==> config.mk <==
export PLATFORM = sky130hd
export DESIGN_NAME = pto_tuning_regs
export DESIGN_NICKNAME = d
export VERILOG_FILES = /design/src/pto_pkg.sv /design/src/pto_port_sel.sv /design/src/pto_tuning_regs.sv
export SDC_FILE = /design/constraint.sdc
export NUM_CORES = 1
export LEC_CHECK = 0
export BUFFER_PORTS_ARGS = -buffer_cell sky130_fd_sc_hd__buf_2
export CAP_MARGIN = 20
export CORE_MARGIN = 2
export CORE_UTILIZATION = 33
export DETAILED_ROUTE_END_ITERATION = 8
export PLACE_DENSITY = 0.57
export REMOVE_ABC_BUFFERS = 1
export SLEW_MARGIN = 20
export SYNTH_ARGS = -nofsm -noshare
export SYNTH_HDL_FRONTEND = slang
export SYNTH_SLANG_ARGS = --single-unit
==> constraint.sdc <==
create_clock -name I_SYS_CLK -period 3.5 [get_ports I_SYS_CLK]
set_input_delay 0.175 -clock I_SYS_CLK [delete_from_list [all_inputs] [get_ports I_SYS_CLK]]
set_output_delay 0.175 -clock I_SYS_CLK [all_outputs]
set_load 0.01 [all_outputs]
==> src/pto_pkg.sv <==
// Package of offsets, field layouts and reset values for the PHY tuning override registers
package pto_pkg;

  // ************************************************************
  // Register map
  // ************************************************************
  localparam logic [7:0]  EQ_VALUE_OFFSET     = 8'he8;
  localparam logic [7:0]  OVERRIDE_OFFSET     = 8'hec;
  localparam logic [31:0] EQ_VALUE_RESET      = 32'h0000_0000;
  localparam logic [31:0] OVERRIDE_RESET      = 32'h0000_0000;
  // Writable bits of the override enable word; the rest are reserved zero
  localparam logic [31:0] OVERRIDE_WR_MASK    = 32'h0707_0707;

  // ************************************************************
  // Field layout
  // ************************************************************
  localparam int          MAX_PORTS           = 4;
  localparam int          FIELD_W             = 4;
  // Equalizer value word: each port owns one byte, init high nibble
  localparam int          EQ_PORT_STRIDE      = 8;
  localparam int          EQ_INIT_LSB         = 4;
  localparam int          EQ_FUNC_LSB         = 0;
  // Swing and de-emphasis word: same byte per port, swing high nibble
  localparam int          SWING_LSB           = 4;
  localparam int          DEEMPH_LSB          = 0;
  // Override enable word: one byte per port
  localparam int          OVR_PORT_STRIDE     = 8;
  localparam int          OVR_EQ_BIT          = 2;
  localparam int          OVR_SWING_BIT       = 1;
  localparam int          OVR_DEEMPH_BIT      = 0;

  // ************************************************************
  // Built-in PHY defaults
  // ************************************************************
  localparam logic [3:0]  DEF_EQ_INIT         = 4'h0;
  localparam logic [3:0]  DEF_EQ_FUNC         = 4'h0;
  localparam logic [3:0]  DEF_SWING           = 4'h0;
  localparam logic [3:0]  DEF_DEEMPH          = 4'h0;

  // ************************************************************
  // Misc widths
  // ************************************************************
  localparam int          CFG_ADDR_W          = 8;
  localparam int          CFG_DATA_W          = 32;
  localparam int          CFG_BE_W            = 4;

endpackage : pto_pkg

==> src/pto_port_sel.sv <==
// Per-port selector between register values and built-in PHY defaults
`timescale 1ns/1ps
`default_nettype none
module pto_port_sel
  import pto_pkg::*;
#(
  parameter logic [3:0] DEF_INIT   = DEF_EQ_INIT,
  parameter logic [3:0] DEF_FUNC   = DEF_EQ_FUNC,
  parameter logic [3:0] DEF_SW     = DEF_SWING,
  parameter logic [3:0] DEF_DE     = DEF_DEEMPH
) (
  // Clock and reset
  input  wire logic       i_clk,
  input  wire logic       i_arst_n,
  input  wire logic       i_soft_clr,
  // Port presence
  input  wire logic       i_present,
  // Override bits
  input  wire logic       i_eq_ovr,
  input  wire logic       i_swing_ovr,
  input  wire logic       i_deemph_ovr,
  // Register values
  input  wire logic [3:0] i_eq_init,
  input  wire logic [3:0] i_eq_func,
  input  wire logic [3:0] i_swing,
  input  wire logic [3:0] i_deemph,
  // PHY settings
  output logic      [3:0] o_eq_init,
  output logic      [3:0] o_eq_func,
  output logic      [3:0] o_swing,
  output logic      [3:0] o_deemph
);

  logic use_eq;
  logic use_swing;
  logic use_deemph;

  // Absent ports keep defaults whatever was written
  assign use_eq     = i_present & i_eq_ovr;
  assign use_swing  = i_present & i_swing_ovr;
  assign use_deemph = i_present & i_deemph_ovr;

  // ************************************************************
  // Registered selection
  // ************************************************************
  always_ff @(posedge i_clk or negedge i_arst_n) begin
    if (!i_arst_n) begin
      o_eq_init <= DEF_INIT;
      o_eq_func <= DEF_FUNC;
      o_swing   <= DEF_SW;
      o_deemph  <= DEF_DE;
    end else if (i_soft_clr) begin
      o_eq_init <= DEF_INIT;
      o_eq_func <= DEF_FUNC;
      o_swing   <= DEF_SW;
      o_deemph  <= DEF_DE;
    end else begin
      o_eq_init <= use_eq ? i_eq_init : DEF_INIT;
      o_eq_func <= use_eq ? i_eq_func : DEF_FUNC;
      o_swing   <= use_swing ? i_swing : DEF_SW;
      o_deemph  <= use_deemph ? i_deemph : DEF_DE;
    end
  end

endmodule : pto_port_sel
`default_nettype wire

==> src/pto_tuning_regs.sv <==
// Top of the PHY tuning override register bank with configuration access
//
// Contract
// Equalizer word at 0xE8, RW, resets zero
// Link, global, power-on reset clear both
// Register equalizer used only while override set
// Port 4 init equalizer from bits 31:28
// Port 4 functional equalizer from bits 27:24
// Port 3 equalizer init 23:20, func 19:16
// Port 2 equalizer init 15:12, func 11:8
// Port 1 equalizer init 7:4, func 3:0
// Two-port variant: ports 3,4 writable, ineffective
// Override word at 0xEC, resets zero
// Bits 31:27, 23:19 ignore writes, read zero
// Bit 26 overrides port 4 equalization
// Bit 25 overrides port 4 transmit swing
// Bit 24 overrides port 4 de-emphasis
// Bit 18 overrides port 3 equalization
// Bit 17 overrides port 3 transmit swing
// Bit 16 overrides port 3 de-emphasis
// Port 2 bits 10,9,8; 15:11 read zero
// Port 1 bits 2,1,0; 7:3 read zero
// Each PHY input selects register or default
`timescale 1ns/1ps
`default_nettype none
module pto_tuning_regs
  import pto_pkg::*;
#(
  parameter int NUM_PORTS = MAX_PORTS
) (
  // Clock and power-on reset
  input  wire logic        I_SYS_CLK,
  input  wire logic        I_ARST_N,
  // Link and global resets from pins
  input  wire logic        I_LINK_RESET_N,
  input  wire logic        I_GLOBAL_RESET_N,
  // Configuration access
  input  wire logic [7:0]  I_CFG_ADDR,
  input  wire logic        I_CFG_WR,
  input  wire logic [3:0]  I_CFG_BE,
  input  wire logic [31:0] I_CFG_WDATA,
  input  wire logic        I_CFG_RD,
  output logic      [31:0] O_CFG_RDATA,
  output logic             O_CFG_RD_VALID,
  // Swing and de-emphasis word from its own register
  input  wire logic [31:0] I_SWING_DEEMPH,
  // Port 1 PHY settings
  output logic      [3:0]  O_P1_EQ_INIT,
  output logic      [3:0]  O_P1_EQ_FUNC,
  output logic      [3:0]  O_P1_TX_SWING,
  output logic      [3:0]  O_P1_DEEMPH,
  // Port 2 PHY settings
  output logic      [3:0]  O_P2_EQ_INIT,
  output logic      [3:0]  O_P2_EQ_FUNC,
  output logic      [3:0]  O_P2_TX_SWING,
  output logic      [3:0]  O_P2_DEEMPH,
  // Port 3 PHY settings
  output logic      [3:0]  O_P3_EQ_INIT,
  output logic      [3:0]  O_P3_EQ_FUNC,
  output logic      [3:0]  O_P3_TX_SWING,
  output logic      [3:0]  O_P3_DEEMPH,
  // Port 4 PHY settings
  output logic      [3:0]  O_P4_EQ_INIT,
  output logic      [3:0]  O_P4_EQ_FUNC,
  output logic      [3:0]  O_P4_TX_SWING,
  output logic      [3:0]  O_P4_DEEMPH
);

  // ************************************************************
  // Functions
  // ************************************************************
  // Byte-enable merge, masked to the bits that hold storage
  function automatic logic [31:0] merge_be(input logic [31:0] old_val,
                                           input logic [31:0] new_val,
                                           input logic [3:0]  be,
                                           input logic [31:0] wmask);
    logic [31:0] lane;
    lane = {{8{be[3]}}, {8{be[2]}}, {8{be[1]}}, {8{be[0]}}} & wmask;
    merge_be = (old_val & ~lane) | (new_val & lane);
  endfunction : merge_be

  // Nibble of a word at a given port byte and lsb
  function automatic logic [3:0] nib(input logic [31:0] word,
                                     input int          port,
                                     input int          lsb);
    nib = word[port*EQ_PORT_STRIDE+lsb +: FIELD_W];
  endfunction : nib

  // ************************************************************
  // Reset pin synchronisers
  // ************************************************************
  logic link_rst_meta;
  logic link_rst_sync;
  logic glob_rst_meta;
  logic glob_rst_sync;
  logic soft_clr;

  // Held asserted under power-on reset, released two edges after the pin
  always_ff @(posedge I_SYS_CLK or negedge I_ARST_N) begin
    if (!I_ARST_N) begin
      link_rst_meta <= 1'b0;
      link_rst_sync <= 1'b0;
    end else begin
      link_rst_meta <= I_LINK_RESET_N;
      link_rst_sync <= link_rst_meta;
    end
  end

  always_ff @(posedge I_SYS_CLK or negedge I_ARST_N) begin
    if (!I_ARST_N) begin
      glob_rst_meta <= 1'b0;
      glob_rst_sync <= 1'b0;
    end else begin
      glob_rst_meta <= I_GLOBAL_RESET_N;
      glob_rst_sync <= glob_rst_meta;
    end
  end

  // Either reset pin clears the bank synchronously
  assign soft_clr = ~link_rst_sync | ~glob_rst_sync;

  // ************************************************************
  // Address decode
  // ************************************************************
  logic hit_eq;
  logic hit_ovr;

  assign hit_eq  = (I_CFG_ADDR == EQ_VALUE_OFFSET);
  assign hit_ovr = (I_CFG_ADDR == OVERRIDE_OFFSET);

  // ************************************************************
  // Write qualification
  // ************************************************************
  // A write that lands under a pin reset is dropped, not deferred
  logic wr_eq;
  logic wr_ovr;

  assign wr_eq  = I_CFG_WR & hit_eq & ~soft_clr;
  assign wr_ovr = I_CFG_WR & hit_ovr & ~soft_clr;

  // ************************************************************
  // Port presence
  // ************************************************************
  // Fixed at build time; a two-port build keeps storage for 3 and 4
  logic [MAX_PORTS-1:0] port_present;

  genvar gq;
  generate
    for (gq = 0; gq < MAX_PORTS; gq++) begin : g_present
      assign port_present[gq] = (gq < NUM_PORTS);
    end
  endgenerate

  // ************************************************************
  // Equalizer value register
  // ************************************************************
  logic [31:0] equalizer_value_select;

  always_ff @(posedge I_SYS_CLK or negedge I_ARST_N) begin
    if (!I_ARST_N) begin
      equalizer_value_select <= EQ_VALUE_RESET;
    end else if (soft_clr) begin
      equalizer_value_select <= EQ_VALUE_RESET;
    end else if (wr_eq) begin
      // Absent-port fields still store, they just steer nothing
      equalizer_value_select <= merge_be(equalizer_value_select, I_CFG_WDATA,
                                         I_CFG_BE, '1);
    end
  end

  // ************************************************************
  // Override enable register
  // ************************************************************
  logic [31:0] phy_tuning_override_enable;

  always_ff @(posedge I_SYS_CLK or negedge I_ARST_N) begin
    if (!I_ARST_N) begin
      phy_tuning_override_enable <= OVERRIDE_RESET;
    end else if (soft_clr) begin
      phy_tuning_override_enable <= OVERRIDE_RESET;
    end else if (wr_ovr) begin
      // Reserved bits never take a one, so they read back zero
      phy_tuning_override_enable <= merge_be(phy_tuning_override_enable,
                                             I_CFG_WDATA, I_CFG_BE,
                                             OVERRIDE_WR_MASK);
    end
  end

  // ************************************************************
  // Read path
  // ************************************************************
  logic [31:0] next_rdata;
  logic [31:0] ovr_readback;

  // Mask again on the way out so reserved bits cannot leak a one
  assign ovr_readback = phy_tuning_override_enable & OVERRIDE_WR_MASK;

  always_comb begin
    next_rdata = 32'h0000_0000;
    if (hit_eq) begin
      next_rdata = equalizer_value_select;
    end else if (hit_ovr) begin
      next_rdata = ovr_readback;
    end
  end

  // Valid pulse one edge after every read strobe
  always_ff @(posedge I_SYS_CLK or negedge I_ARST_N) begin
    if (!I_ARST_N) begin
      O_CFG_RD_VALID <= 1'b0;
    end else begin
      O_CFG_RD_VALID <= I_CFG_RD;
    end
  end

  // Other offsets belong to other blocks; this bank answers zero there
  always_ff @(posedge I_SYS_CLK or negedge I_ARST_N) begin
    if (!I_ARST_N) begin
      O_CFG_RDATA <= 32'h0000_0000;
    end else if (I_CFG_RD) begin
      O_CFG_RDATA <= next_rdata;
    end
  end

  // ************************************************************
  // Per-port field extraction and selection
  // ************************************************************
  logic [3:0] sel_eq_init [MAX_PORTS];
  logic [3:0] sel_eq_func [MAX_PORTS];
  logic [3:0] sel_swing   [MAX_PORTS];
  logic [3:0] sel_deemph  [MAX_PORTS];

  genvar gp;
  generate
    for (gp = 0; gp < MAX_PORTS; gp++) begin : g_port
      logic ovr_eq;
      logic ovr_sw;
      logic ovr_de;
      logic [3:0] fld_eq_init;
      logic [3:0] fld_eq_func;
      logic [3:0] fld_swing;
      logic [3:0] fld_deemph;

      // Port n fields sit in byte n of each word
      assign fld_eq_init = nib(equalizer_value_select, gp, EQ_INIT_LSB);
      assign fld_eq_func = nib(equalizer_value_select, gp, EQ_FUNC_LSB);
      assign fld_swing   = nib(I_SWING_DEEMPH, gp, SWING_LSB);
      assign fld_deemph  = nib(I_SWING_DEEMPH, gp, DEEMPH_LSB);

      // Port n override bits at byte n: eq, swing, de-emphasis
      assign ovr_eq = phy_tuning_override_enable[gp*OVR_PORT_STRIDE+OVR_EQ_BIT];
      assign ovr_sw = phy_tuning_override_enable[gp*OVR_PORT_STRIDE+OVR_SWING_BIT];
      assign ovr_de = phy_tuning_override_enable[gp*OVR_PORT_STRIDE+OVR_DEEMPH_BIT];

      pto_port_sel #(
        .DEF_INIT    (DEF_EQ_INIT),
        .DEF_FUNC    (DEF_EQ_FUNC),
        .DEF_SW      (DEF_SWING),
        .DEF_DE      (DEF_DEEMPH)
      ) u_sel (
        .i_clk       (I_SYS_CLK),
        .i_arst_n    (I_ARST_N),
        .i_soft_clr  (soft_clr),
        .i_present   (port_present[gp]),
        .i_eq_ovr    (ovr_eq),
        .i_swing_ovr (ovr_sw),
        .i_deemph_ovr(ovr_de),
        .i_eq_init   (fld_eq_init),
        .i_eq_func   (fld_eq_func),
        .i_swing     (fld_swing),
        .i_deemph    (fld_deemph),
        .o_eq_init   (sel_eq_init[gp]),
        .o_eq_func   (sel_eq_func[gp]),
        .o_swing     (sel_swing[gp]),
        .o_deemph    (sel_deemph[gp])
      );
    end
  endgenerate

  // ************************************************************
  // PHY outputs, straight from the selector flops
  // ************************************************************
  assign O_P1_EQ_INIT  = sel_eq_init[0];
  assign O_P1_EQ_FUNC  = sel_eq_func[0];
  assign O_P1_TX_SWING = sel_swing[0];
  assign O_P1_DEEMPH   = sel_deemph[0];
  assign O_P2_EQ_INIT  = sel_eq_init[1];
  assign O_P2_EQ_FUNC  = sel_eq_func[1];
  assign O_P2_TX_SWING = sel_swing[1];
  assign O_P2_DEEMPH   = sel_deemph[1];
  assign O_P3_EQ_INIT  = sel_eq_init[2];
  assign O_P3_EQ_FUNC  = sel_eq_func[2];
  assign O_P3_TX_SWING = sel_swing[2];
  assign O_P3_DEEMPH   = sel_deemph[2];
  assign O_P4_EQ_INIT  = sel_eq_init[3];
  assign O_P4_EQ_FUNC  = sel_eq_func[3];
  assign O_P4_TX_SWING = sel_swing[3];
  assign O_P4_DEEMPH   = sel_deemph[3];

endmodule : pto_tuning_regs
`default_nettype wire

**Word-level counts from Yosys, hierarchy flattened**

Cells that the tools add are included.

- Bits of input ports: 82
- Output and inout bits: 97
- Memories: 0
- Flip-flop bits (word level): 165
- Bits in latches: 0
- Bits in read-only memories: 0
- Bits in writable memories: 0

- Multipliers: 0
- Add/sub/neg operators: 0
- Bitwise gates (word level): 16
- Equal/unequal tests: 2
- $lt $le $gt $ge: 0
- Shift-type cells: 0
- Mux-type cells: 38
- Divide/modulo/power cells: 0
- Reduce and logical (&&, ||, !) cells: 2

Operator list:

| cell | count |
|---|---|
| 2-to-1 mux 32 bit | 5 |
| 2-to-1 mux 4 bit | 32 |
| bitwise AND 32 bit | 3 |
| bitwise OR 32 bit | 2 |
| bitwise AND 32 x 27 -> 32 bit | 1 |
| inverter 27 -> 32 bit | 1 |
| inverter 32 bit | 1 |
| 2-to-1 mux 27 bit | 1 |
| == test 8 bit (second input constant) | 2 |
| bitwise AND 1 bit | 4 |
| nonzero test 2 bit | 2 |
| inverter 1 bit | 3 |
| bitwise OR 1 bit | 1 |

**Longest topological paths before layout**

Gate-level depths: netlist (run 1).

- Depth in word-level cells: 6
- Depth in mapped cells: 5
- Gate-level depth less buffers: 3

**Modules after synthesis**

Synthesis (run 1) repeated with hierarchy kept, for this count alone.

- Cell total of the unflattened synthesis: 445
- Area total of the unflattened synthesis: 5825.6 um^2

Modules (own cells, without submodules):

| module | seq. area each (um^2) | cells an instance | times used | area an instance (um^2) |
|---|---|---|---|---|
| pto_tuning_regs | 2026.9 | 309 | 1 | 3473.3 |
| pto_port_sel | 400.4 | 34 | 4 | 588.1 |

**Least setup slack after synthesis (run 1)**

OpenSTA, ideal clock, no wires.

- Path type: input to register
- Start: input port I_CFG_ADDR[1]
- End: register equalizer_value_select[0]
- Stages on the path: 4
- Data arrival time: 1.338 ns
- Setup time: 0.123 ns
- Required time: 3.377 ns
- Setup slack: 2.039 ns
- Buffers on the path: 1
- Cell sequence: or4b_4 -> or3_1 -> buf_6 -> mux2i_1

- Cells in the longest elaborated chain, start to end: 4

RTL lines:

| what | line | text |
|---|---|---|
| from (decl) | pto_tuning_regs.sv:38 | `input wire logic [7:0] I_CFG_ADDR,` |
| == test 8 bit | pto_tuning_regs.sv:128 | `assign hit_eq = (I_CFG_ADDR == EQ_VALUE_OFFSET);` |
| bitwise AND 1 bit (2 in a row) | pto_tuning_regs.sv:138 | `assign wr_eq = I_CFG_WR & hit_eq & ~soft_clr;` |
| nonzero test 2 bit (no source line) | n/a |  |
| to (signal assigned) | pto_tuning_regs.sv:166 | `equalizer_value_select <= merge_be(equalizer_value_select, I_CFG_WDATA,` |
| to (decl) | pto_tuning_regs.sv:157 | `logic [31:0] equalizer_value_select;` |

Every way passes these cells.
A chain may end at the register's enable or synchronous reset.

**Worst setup path after layout (run 1)**

- Start: input port I_CFG_ADDR[4]
- End: register phy_tuning_override_enable[24]

- Cells in the longest elaborated chain, start to end: 4

RTL lines:

| what | line | text |
|---|---|---|
| == test 8 bit | pto_tuning_regs.sv:129 | `assign hit_ovr = (I_CFG_ADDR == OVERRIDE_OFFSET);` |
| bitwise AND 1 bit (2 in a row) | pto_tuning_regs.sv:139 | `assign wr_ovr = I_CFG_WR & hit_ovr & ~soft_clr;` |
| nonzero test 2 bit (no source line) | n/a |  |
| to (signal assigned) | pto_tuning_regs.sv:183 | `phy_tuning_override_enable <= merge_be(phy_tuning_override_enable,` |
| to (decl) | pto_tuning_regs.sv:174 | `logic [31:0] phy_tuning_override_enable;` |

Every way passes these cells.

==> flow_metrics.tcl, run 1 <==
set metrics [dict create \
    routed_via_density 4.61 \
    path_class "primary input to register" \
    num_vias 4151 \
    num_io_pins 179 \
    arrival_ps 2190 \
    drtIter0Drc 206 \
    max_freq_ghz 0.539 \
    grt_antenna_before_repair 0 \
    yosysUniqueCellTypes 19 \
    io_buffers 178 \
    post-route-util_pct 47.4 \
    drive_above_1_share_pct 32.2 \
    worstPathRequired_ps 3840 \
    drtAntennaViolNets 0 \
    rsz0062_at_grt "false" \
    tightest_slew_ps 841 \
    cp-end-kind "register" \
    path_max_fanout 15 \
    cp-startpoint "I_CFG_ADDR[4]" \
    hold_violations 0 \
    nFillCells 1525 \
    timing.rr.start "link_rst_sync" \
    cts_buffer_depth 2 \
    yosysSeqAreaShare_pct 66.5 \
    core-area_mm2 0.0163 \
    synth_cells 439 \
    startpoint_type "primary input" \
    fin_crit_ps 1860 \
    hold_start "I_CFG_WDATA[16]" \
    overflow 0 \
    gp_congestion 0.710 \
    syn_area_per_cell_um2 12.4 \
    async_reset_ff_share_pct 100 \
    start_util_pct 33.4 \
    yosys.area.top_type "dfrtp_1" \
    die_x_um 133 \
    die_h_um 133 \
    final-setup-viol-count 0 \
    drtPass1Iterations 4 \
    dieArea_mm2 0.0176 \
    yosysTopAreaCellShare_pct 66.5 \
    maxSlewHeadroom_pct 43.6 \
    grt_pass1_vias 4401 \
    clockRootBuffer "clkbuf_16" \
    final_nets 750 \
    maxSlewViolCount 0 \
    diodes 0 \
    cts.sinks 145 \
    cts_setup_buffers 0 \
    synthTopCellsByArea "dfrtp_1, mux2i_1, and3_1" \
    crit_family "simple AND/OR/NAND/NOR gates" \
    ys.flop_type "dfrtp_1" \
    std_cell_rows 47 \
    clock_skew_ps 9.05 \
    drt-wirelength-per-cell_um 15.5 \
    clk_pin_slew_ps 60 \
    wirelength_mm 13.9 \
    synth_seq_cells 145 \
    multi_input_area_mm2 0.00166 \
    cts_inserted_buffers 17 \
    p_leak_nw 4.38 \
    tritoncts "built" \
    grtUsageTotal_pct 16.7 \
    cp_num_buf_inv 2 \
    syn_area_mm2 0.00545 \
    whs_ps 19.0 \
    status "complete, no violations" \
    slowest_stage "nand4b_1" \
    synth_enable_flop_cells 0 \
    ys.warnings.count 0 \
    path_cells "buf_2 -> nand4b_1 -> buf_4 -> nor3_1 -> mux2i_1" \
    hp-class "primary input to register" \
    irDropWorstVdd_mv 0.292 \
    cap_violations 0 \
    drcViolationCount 0 \
    dp_hpwl_mm 8.53 \
    synth_commonest_cells "dfrtp_1, nand2_1, and3_1" \
    max_stage_delay_ps 720 \
    clkLatencyLatePin_ps 420 \
    period_share_pct 53.0 \
    cts_resized 0 \
    grt_pass1_wl_mm 22.9 \
    ff_latch_area_mm2 0.00363 \
    grt_max_degree 122 \
    p_per_area_mw_per_mm2 489 \
    cts_max_level 4 \
    synth_most_common_cell "dfrtp_1" \
    layout-area-overhead-vs-synth_pct 41.9 \
]
[layer usage]
layer / track usage, % / routed length [µm]
met1: 21.5 / 6230
met3: 4.94 / 816
met5: 0 / 0
met2: 27.0 / 6710
met4: 5.91 / 161
[where the power goes]
group          internal, W  leakage (nW)  switching, W
registers          0.00168          2.02   0.000000741
clock network      0.00124         0.301      0.000679
logic            0.0000866          2.07     0.0000983
total              0.00301          4.38      0.000778
[flip-flops by register name (all words and copies together) (netlist names)]
signal                      flops
link_rst_meta                   1
O_CFG_RD_VALID                  1
equalizer_value_select         32
g_port.u_sel.o_eq_init         16
glob_rst_sync                   1
phy_tuning_override_enable     12
O_CFG_RDATA                    32
glob_rst_meta                   1
link_rst_sync                   1
g_port.u_sel.o_eq_func         16
g_port.u_sel.o_deemph          16
g_port.u_sel.o_swing           16
[area by class of cell]
class / instances / area share [%]
Timing Repair Buffer: 240 / 19.7
Inverter: 7 / 0.339
Clock buffer: 21 / 6.08
Sequential cell: 145 / 46.9
Tap cell: 220 / 3.56
Clock inverter: 10 / 2.04
Multi-Input combinational cell: 257 / 21.4
[cells by family after synthesis]
kind of cell           Yosys count  synth area share (%)
buffers and inverters           37                  3.19
muxes                           44                  8.08
DFF                            145                  66.5
AOI/OAI and AO/OA               32                  5.41
and+or+nand+nor                181                  16.8
[layout by cell type (no fill, tap or decap), drive strengths merged, types with 6 or more instances in the layout]
master	Yosys	routed
inv	6	6
a22o	20	20
nor3	17	17
dfrtp	145	145
buf	8	186
clkbuf	22	21
mux2i	44	44
dlygate4sd3	0	54
nor2b	6	6
and3	64	64
nand2	86	86
a221o	12	12
[timing repair]
item | 4_1_cts | 5_1_grt
endpoints found under the hold margin | 141 | 0
endpoints found under the setup margin | 0 | 0
hold buffers | 54 | 0
[path summary, 6_finish.rpt]
path / to / slack, ps / depth (start not counted)
worst max-delay path: phy_tuning_override_enable[24] / 1640 / 5
worst min-delay path: equalizer_value_select[16] / 20 / 3
worst max register to register: equalizer_value_select[23] / 1790 / 5
worst min register to register: glob_rst_sync / 350 / 0
max in group asynchronous: g_port[2].u_sel.o_eq_func[0] / 2350 / 3
min in group asynchronous: O_CFG_RDATA[13] / 380 / 2
[stage by stage]
step	setup WS, ps	total power [W]	instances	instance area, µm²	TNS, ps
after CTS	1630	0.00383	899	7720	0
after global placement	1290	0.00185	814	6550	0
final	1640	0.00379	900	7740	0
after detailed placement	1200	0.00185	814	6550	0
after global routing	1460	0.00392	900	7740	0
after floorplan	-182	0.00174	409	5310	-11390
[worst register-to-register path: cells and delay by family, from the launching register on]
| kind | cells | cell delay (ps) |
|---|---|---|
| AND/OR/NAND/NOR | 2 | 590 |
| buffers and inverters | 2 | 570 |
| multiplexers | 1 | 140 |
| flip-flops | 1 | 320 |
(Power assumes the default switching activity.)
==> inputs of run 2 (changes only) <==
- PLACE_DENSITY: 0.57 -> 0.59
- clock period: 3.5 -> 1.5 ns (I/O delays scaled with it)
==> flow_metrics.tcl, run 2 (synthesis gave the netlist of run 1 again) <==
set metrics [dict create \
    clockRootBuffer "clkbuf_16" \
    routed_via_density 4.67 \
    place_area_mm2 0.00677 \
    max_freq_ghz 0.792 \
    final-setup-viol-count 0 \
    path_class "register to register" \
    drt-wirelength-per-cell_um 15.4 \
    max_stage_delay_ps 320 \
    num_io_pins 179 \
    overflow 0 \
    drtAntennaViolNets 0 \
    largestRegisters "O_CFG_RDATA x32, equalizer_value_select x32" \
    gp_congestion 0.717 \
    grtUsageTotal_pct 16.9 \
    tritoncts "built" \
    drive_above_1_share_pct 33.5 \
    drcViolationCount 0 \
    layout-area-overhead-vs-synth_pct 46.8 \
    hp-class "primary input to register" \
    slowest_stage "dfrtp_1" \
    irDropWorstVdd_mv 0.720 \
    p_per_area_mw_per_mm2 1060 \
    grt_pass1_vias 4567 \
    cts.sinks 145 \
    drtPass1Iterations 7 \
    path_max_fanout 53 \
    cp-end-kind "register" \
    final_nets 782 \
    worstPathRequired_ps 1840 \
    core-area_mm2 0.0163 \
    r2r_setup_slack_ps 240 \
    final_common_cell "buf_2" \
    cts_max_level 4 \
    post-route-util_pct 49.0 \
    p_leak_nw 4.53 \
    die_x_um 133 \
    cts_setup_buffers 0 \
    tightest_slew_ps 471 \
    timing.rr.start "glob_rst_sync" \
    hold_depth 2 \
    dp_hpwl_mm 9.57 \
    final_cell_mix "buf_2, dfrtp_1, nand2_1" \
    final_cell_area_mm2 0.00801 \
    dieArea_mm2 0.0176 \
    min_to "O_CFG_RD_VALID" \
    fin_crit_ps 1260 \
    maxSlewHeadroom_pct 68.6 \
    clk_pin_slew_ps 60 \
    num_vias 4357 \
    final.setup.tns_ps 0 \
    clkLatencyLatePin_ps 420 \
    cts_inserted_buffers 17 \
    hold_violations 0 \
    grt_pass1_wl_mm 23.3 \
    rr_endpoint "equalizer_value_select[2]" \
    die_h_um 133 \
    nFillCells 1498 \
    setup_slack_ps 237 \
    maxSlewViolCount 0 \
    io_buffers 178 \
    period_share_pct 84.2 \
    path_cells "and2_4 -> buf_12 -> nand2_1 -> mux2i_1" \
    hold_start "I_CFG_RD" \
    status "complete, no violations" \
    clock_skew_ps 12.5 \
    post-place-ws_ps -153 \
    rr_worst_depth 4 \
    grt_antenna_before_repair 1 \
    startpoint_type "register" \
    arrival_ps 1610 \
    drtIter0Drc 205 \
    rsz0062_at_grt "false" \
    start_util_pct 33.4 \
    cts_buffer_depth 2 \
    std_cell_rows 47 \
    grt_max_degree 54 \
    wirelength_mm 14.4 \
    cap_violations 0 \
]
-- run 2: cell count changes in the layout (fill, tap and decap cells not counted), moves of 2 or more --
cell           change
bufinv_16          -2
clkinvlp_4         -2
clkinv_4           +2
buf_12             +4
dlygate4sd3_1     +13
clkinv_2           +3
buf_4             +15
-- run 2: timing repair --
action,CTS,global route
hold buffers,67,0
hold endpoints to repair,154,0
gates resized for setup,0,0
-- run 2: worst max path at each step --
stage	slack [ps]	from	endpoint	cells past startpoint
after floorplan	-2180	glob_rst_sync	phy_tuning_override_enable[0]	3
after global placement	-110	I_CFG_ADDR[1]	equalizer_value_select[11]	5
after detailed placement	-150	I_CFG_ADDR[1]	equalizer_value_select[5]	5
after CTS	230	glob_rst_sync	equalizer_value_select[2]	4
after global routing	130	glob_rst_sync	equalizer_value_select[1]	4
final	240	glob_rst_sync	equalizer_value_select[2]	4
-- run 2: layer usage --
layer | wire, µm | GRT usage (%) | part of all wire (%)
met1 | 6190 | 21.1 | 43
met2 | 7000 | 27.9 | 49
met5 | 0 | 0 | 0
met3 | 866 | 4.90 | 6.0
met4 | 291 | 6.39 | 2.0
-- run 2: metrics by stage --
| step | hold slack (ps) | instances | total power, W |
|---|---|---|---|
| after floorplan | -221 | 409 | 0.00407 |
| after global placement | 36.4 | 834 | 0.00435 |
| after detailed placement | 37.8 | 834 | 0.00436 |
| after CTS | 44.6 | 931 | 0.00855 |
| after global routing | 46.3 | 932 | 0.00878 |
| final | 52.1 | 932 | 0.00845 |
-- run 2: final cells by class --
cell class | instances | area, µm² | area share, %
inverters | 7 | 26.3 | 0.328
repair buffers | 272 | 1850 | 23.1
well taps | 220 | 275 | 3.44
clock buffers | 19 | 453 | 5.66
clock inverters | 11 | 115 | 1.44
diodes | 1 | 2.50 | 0.0313
flip-flops and latches | 145 | 3630 | 45.3
multi-input cells | 257 | 1660 | 20.7
-- run 2: report_power, final --
part           total, W  leakage (nW)  switching (W)  internal, W
combinational  0.000497          2.23       0.000248     0.000248
clock           0.00403         0.284        0.00153      0.00250
sequential      0.00392          2.02     0.00000181      0.00392
-- run 2: worst max-delay path, delay by kind of cell, from the launching register on --
| kind | cells | cell delay (ps) |
|---|---|---|
| buffers and inverters | 1 | 260 |
| multiplexers | 1 | 140 |
| AND/OR/NAND/NOR | 2 | 440 |
| flip-flops | 1 | 320 |
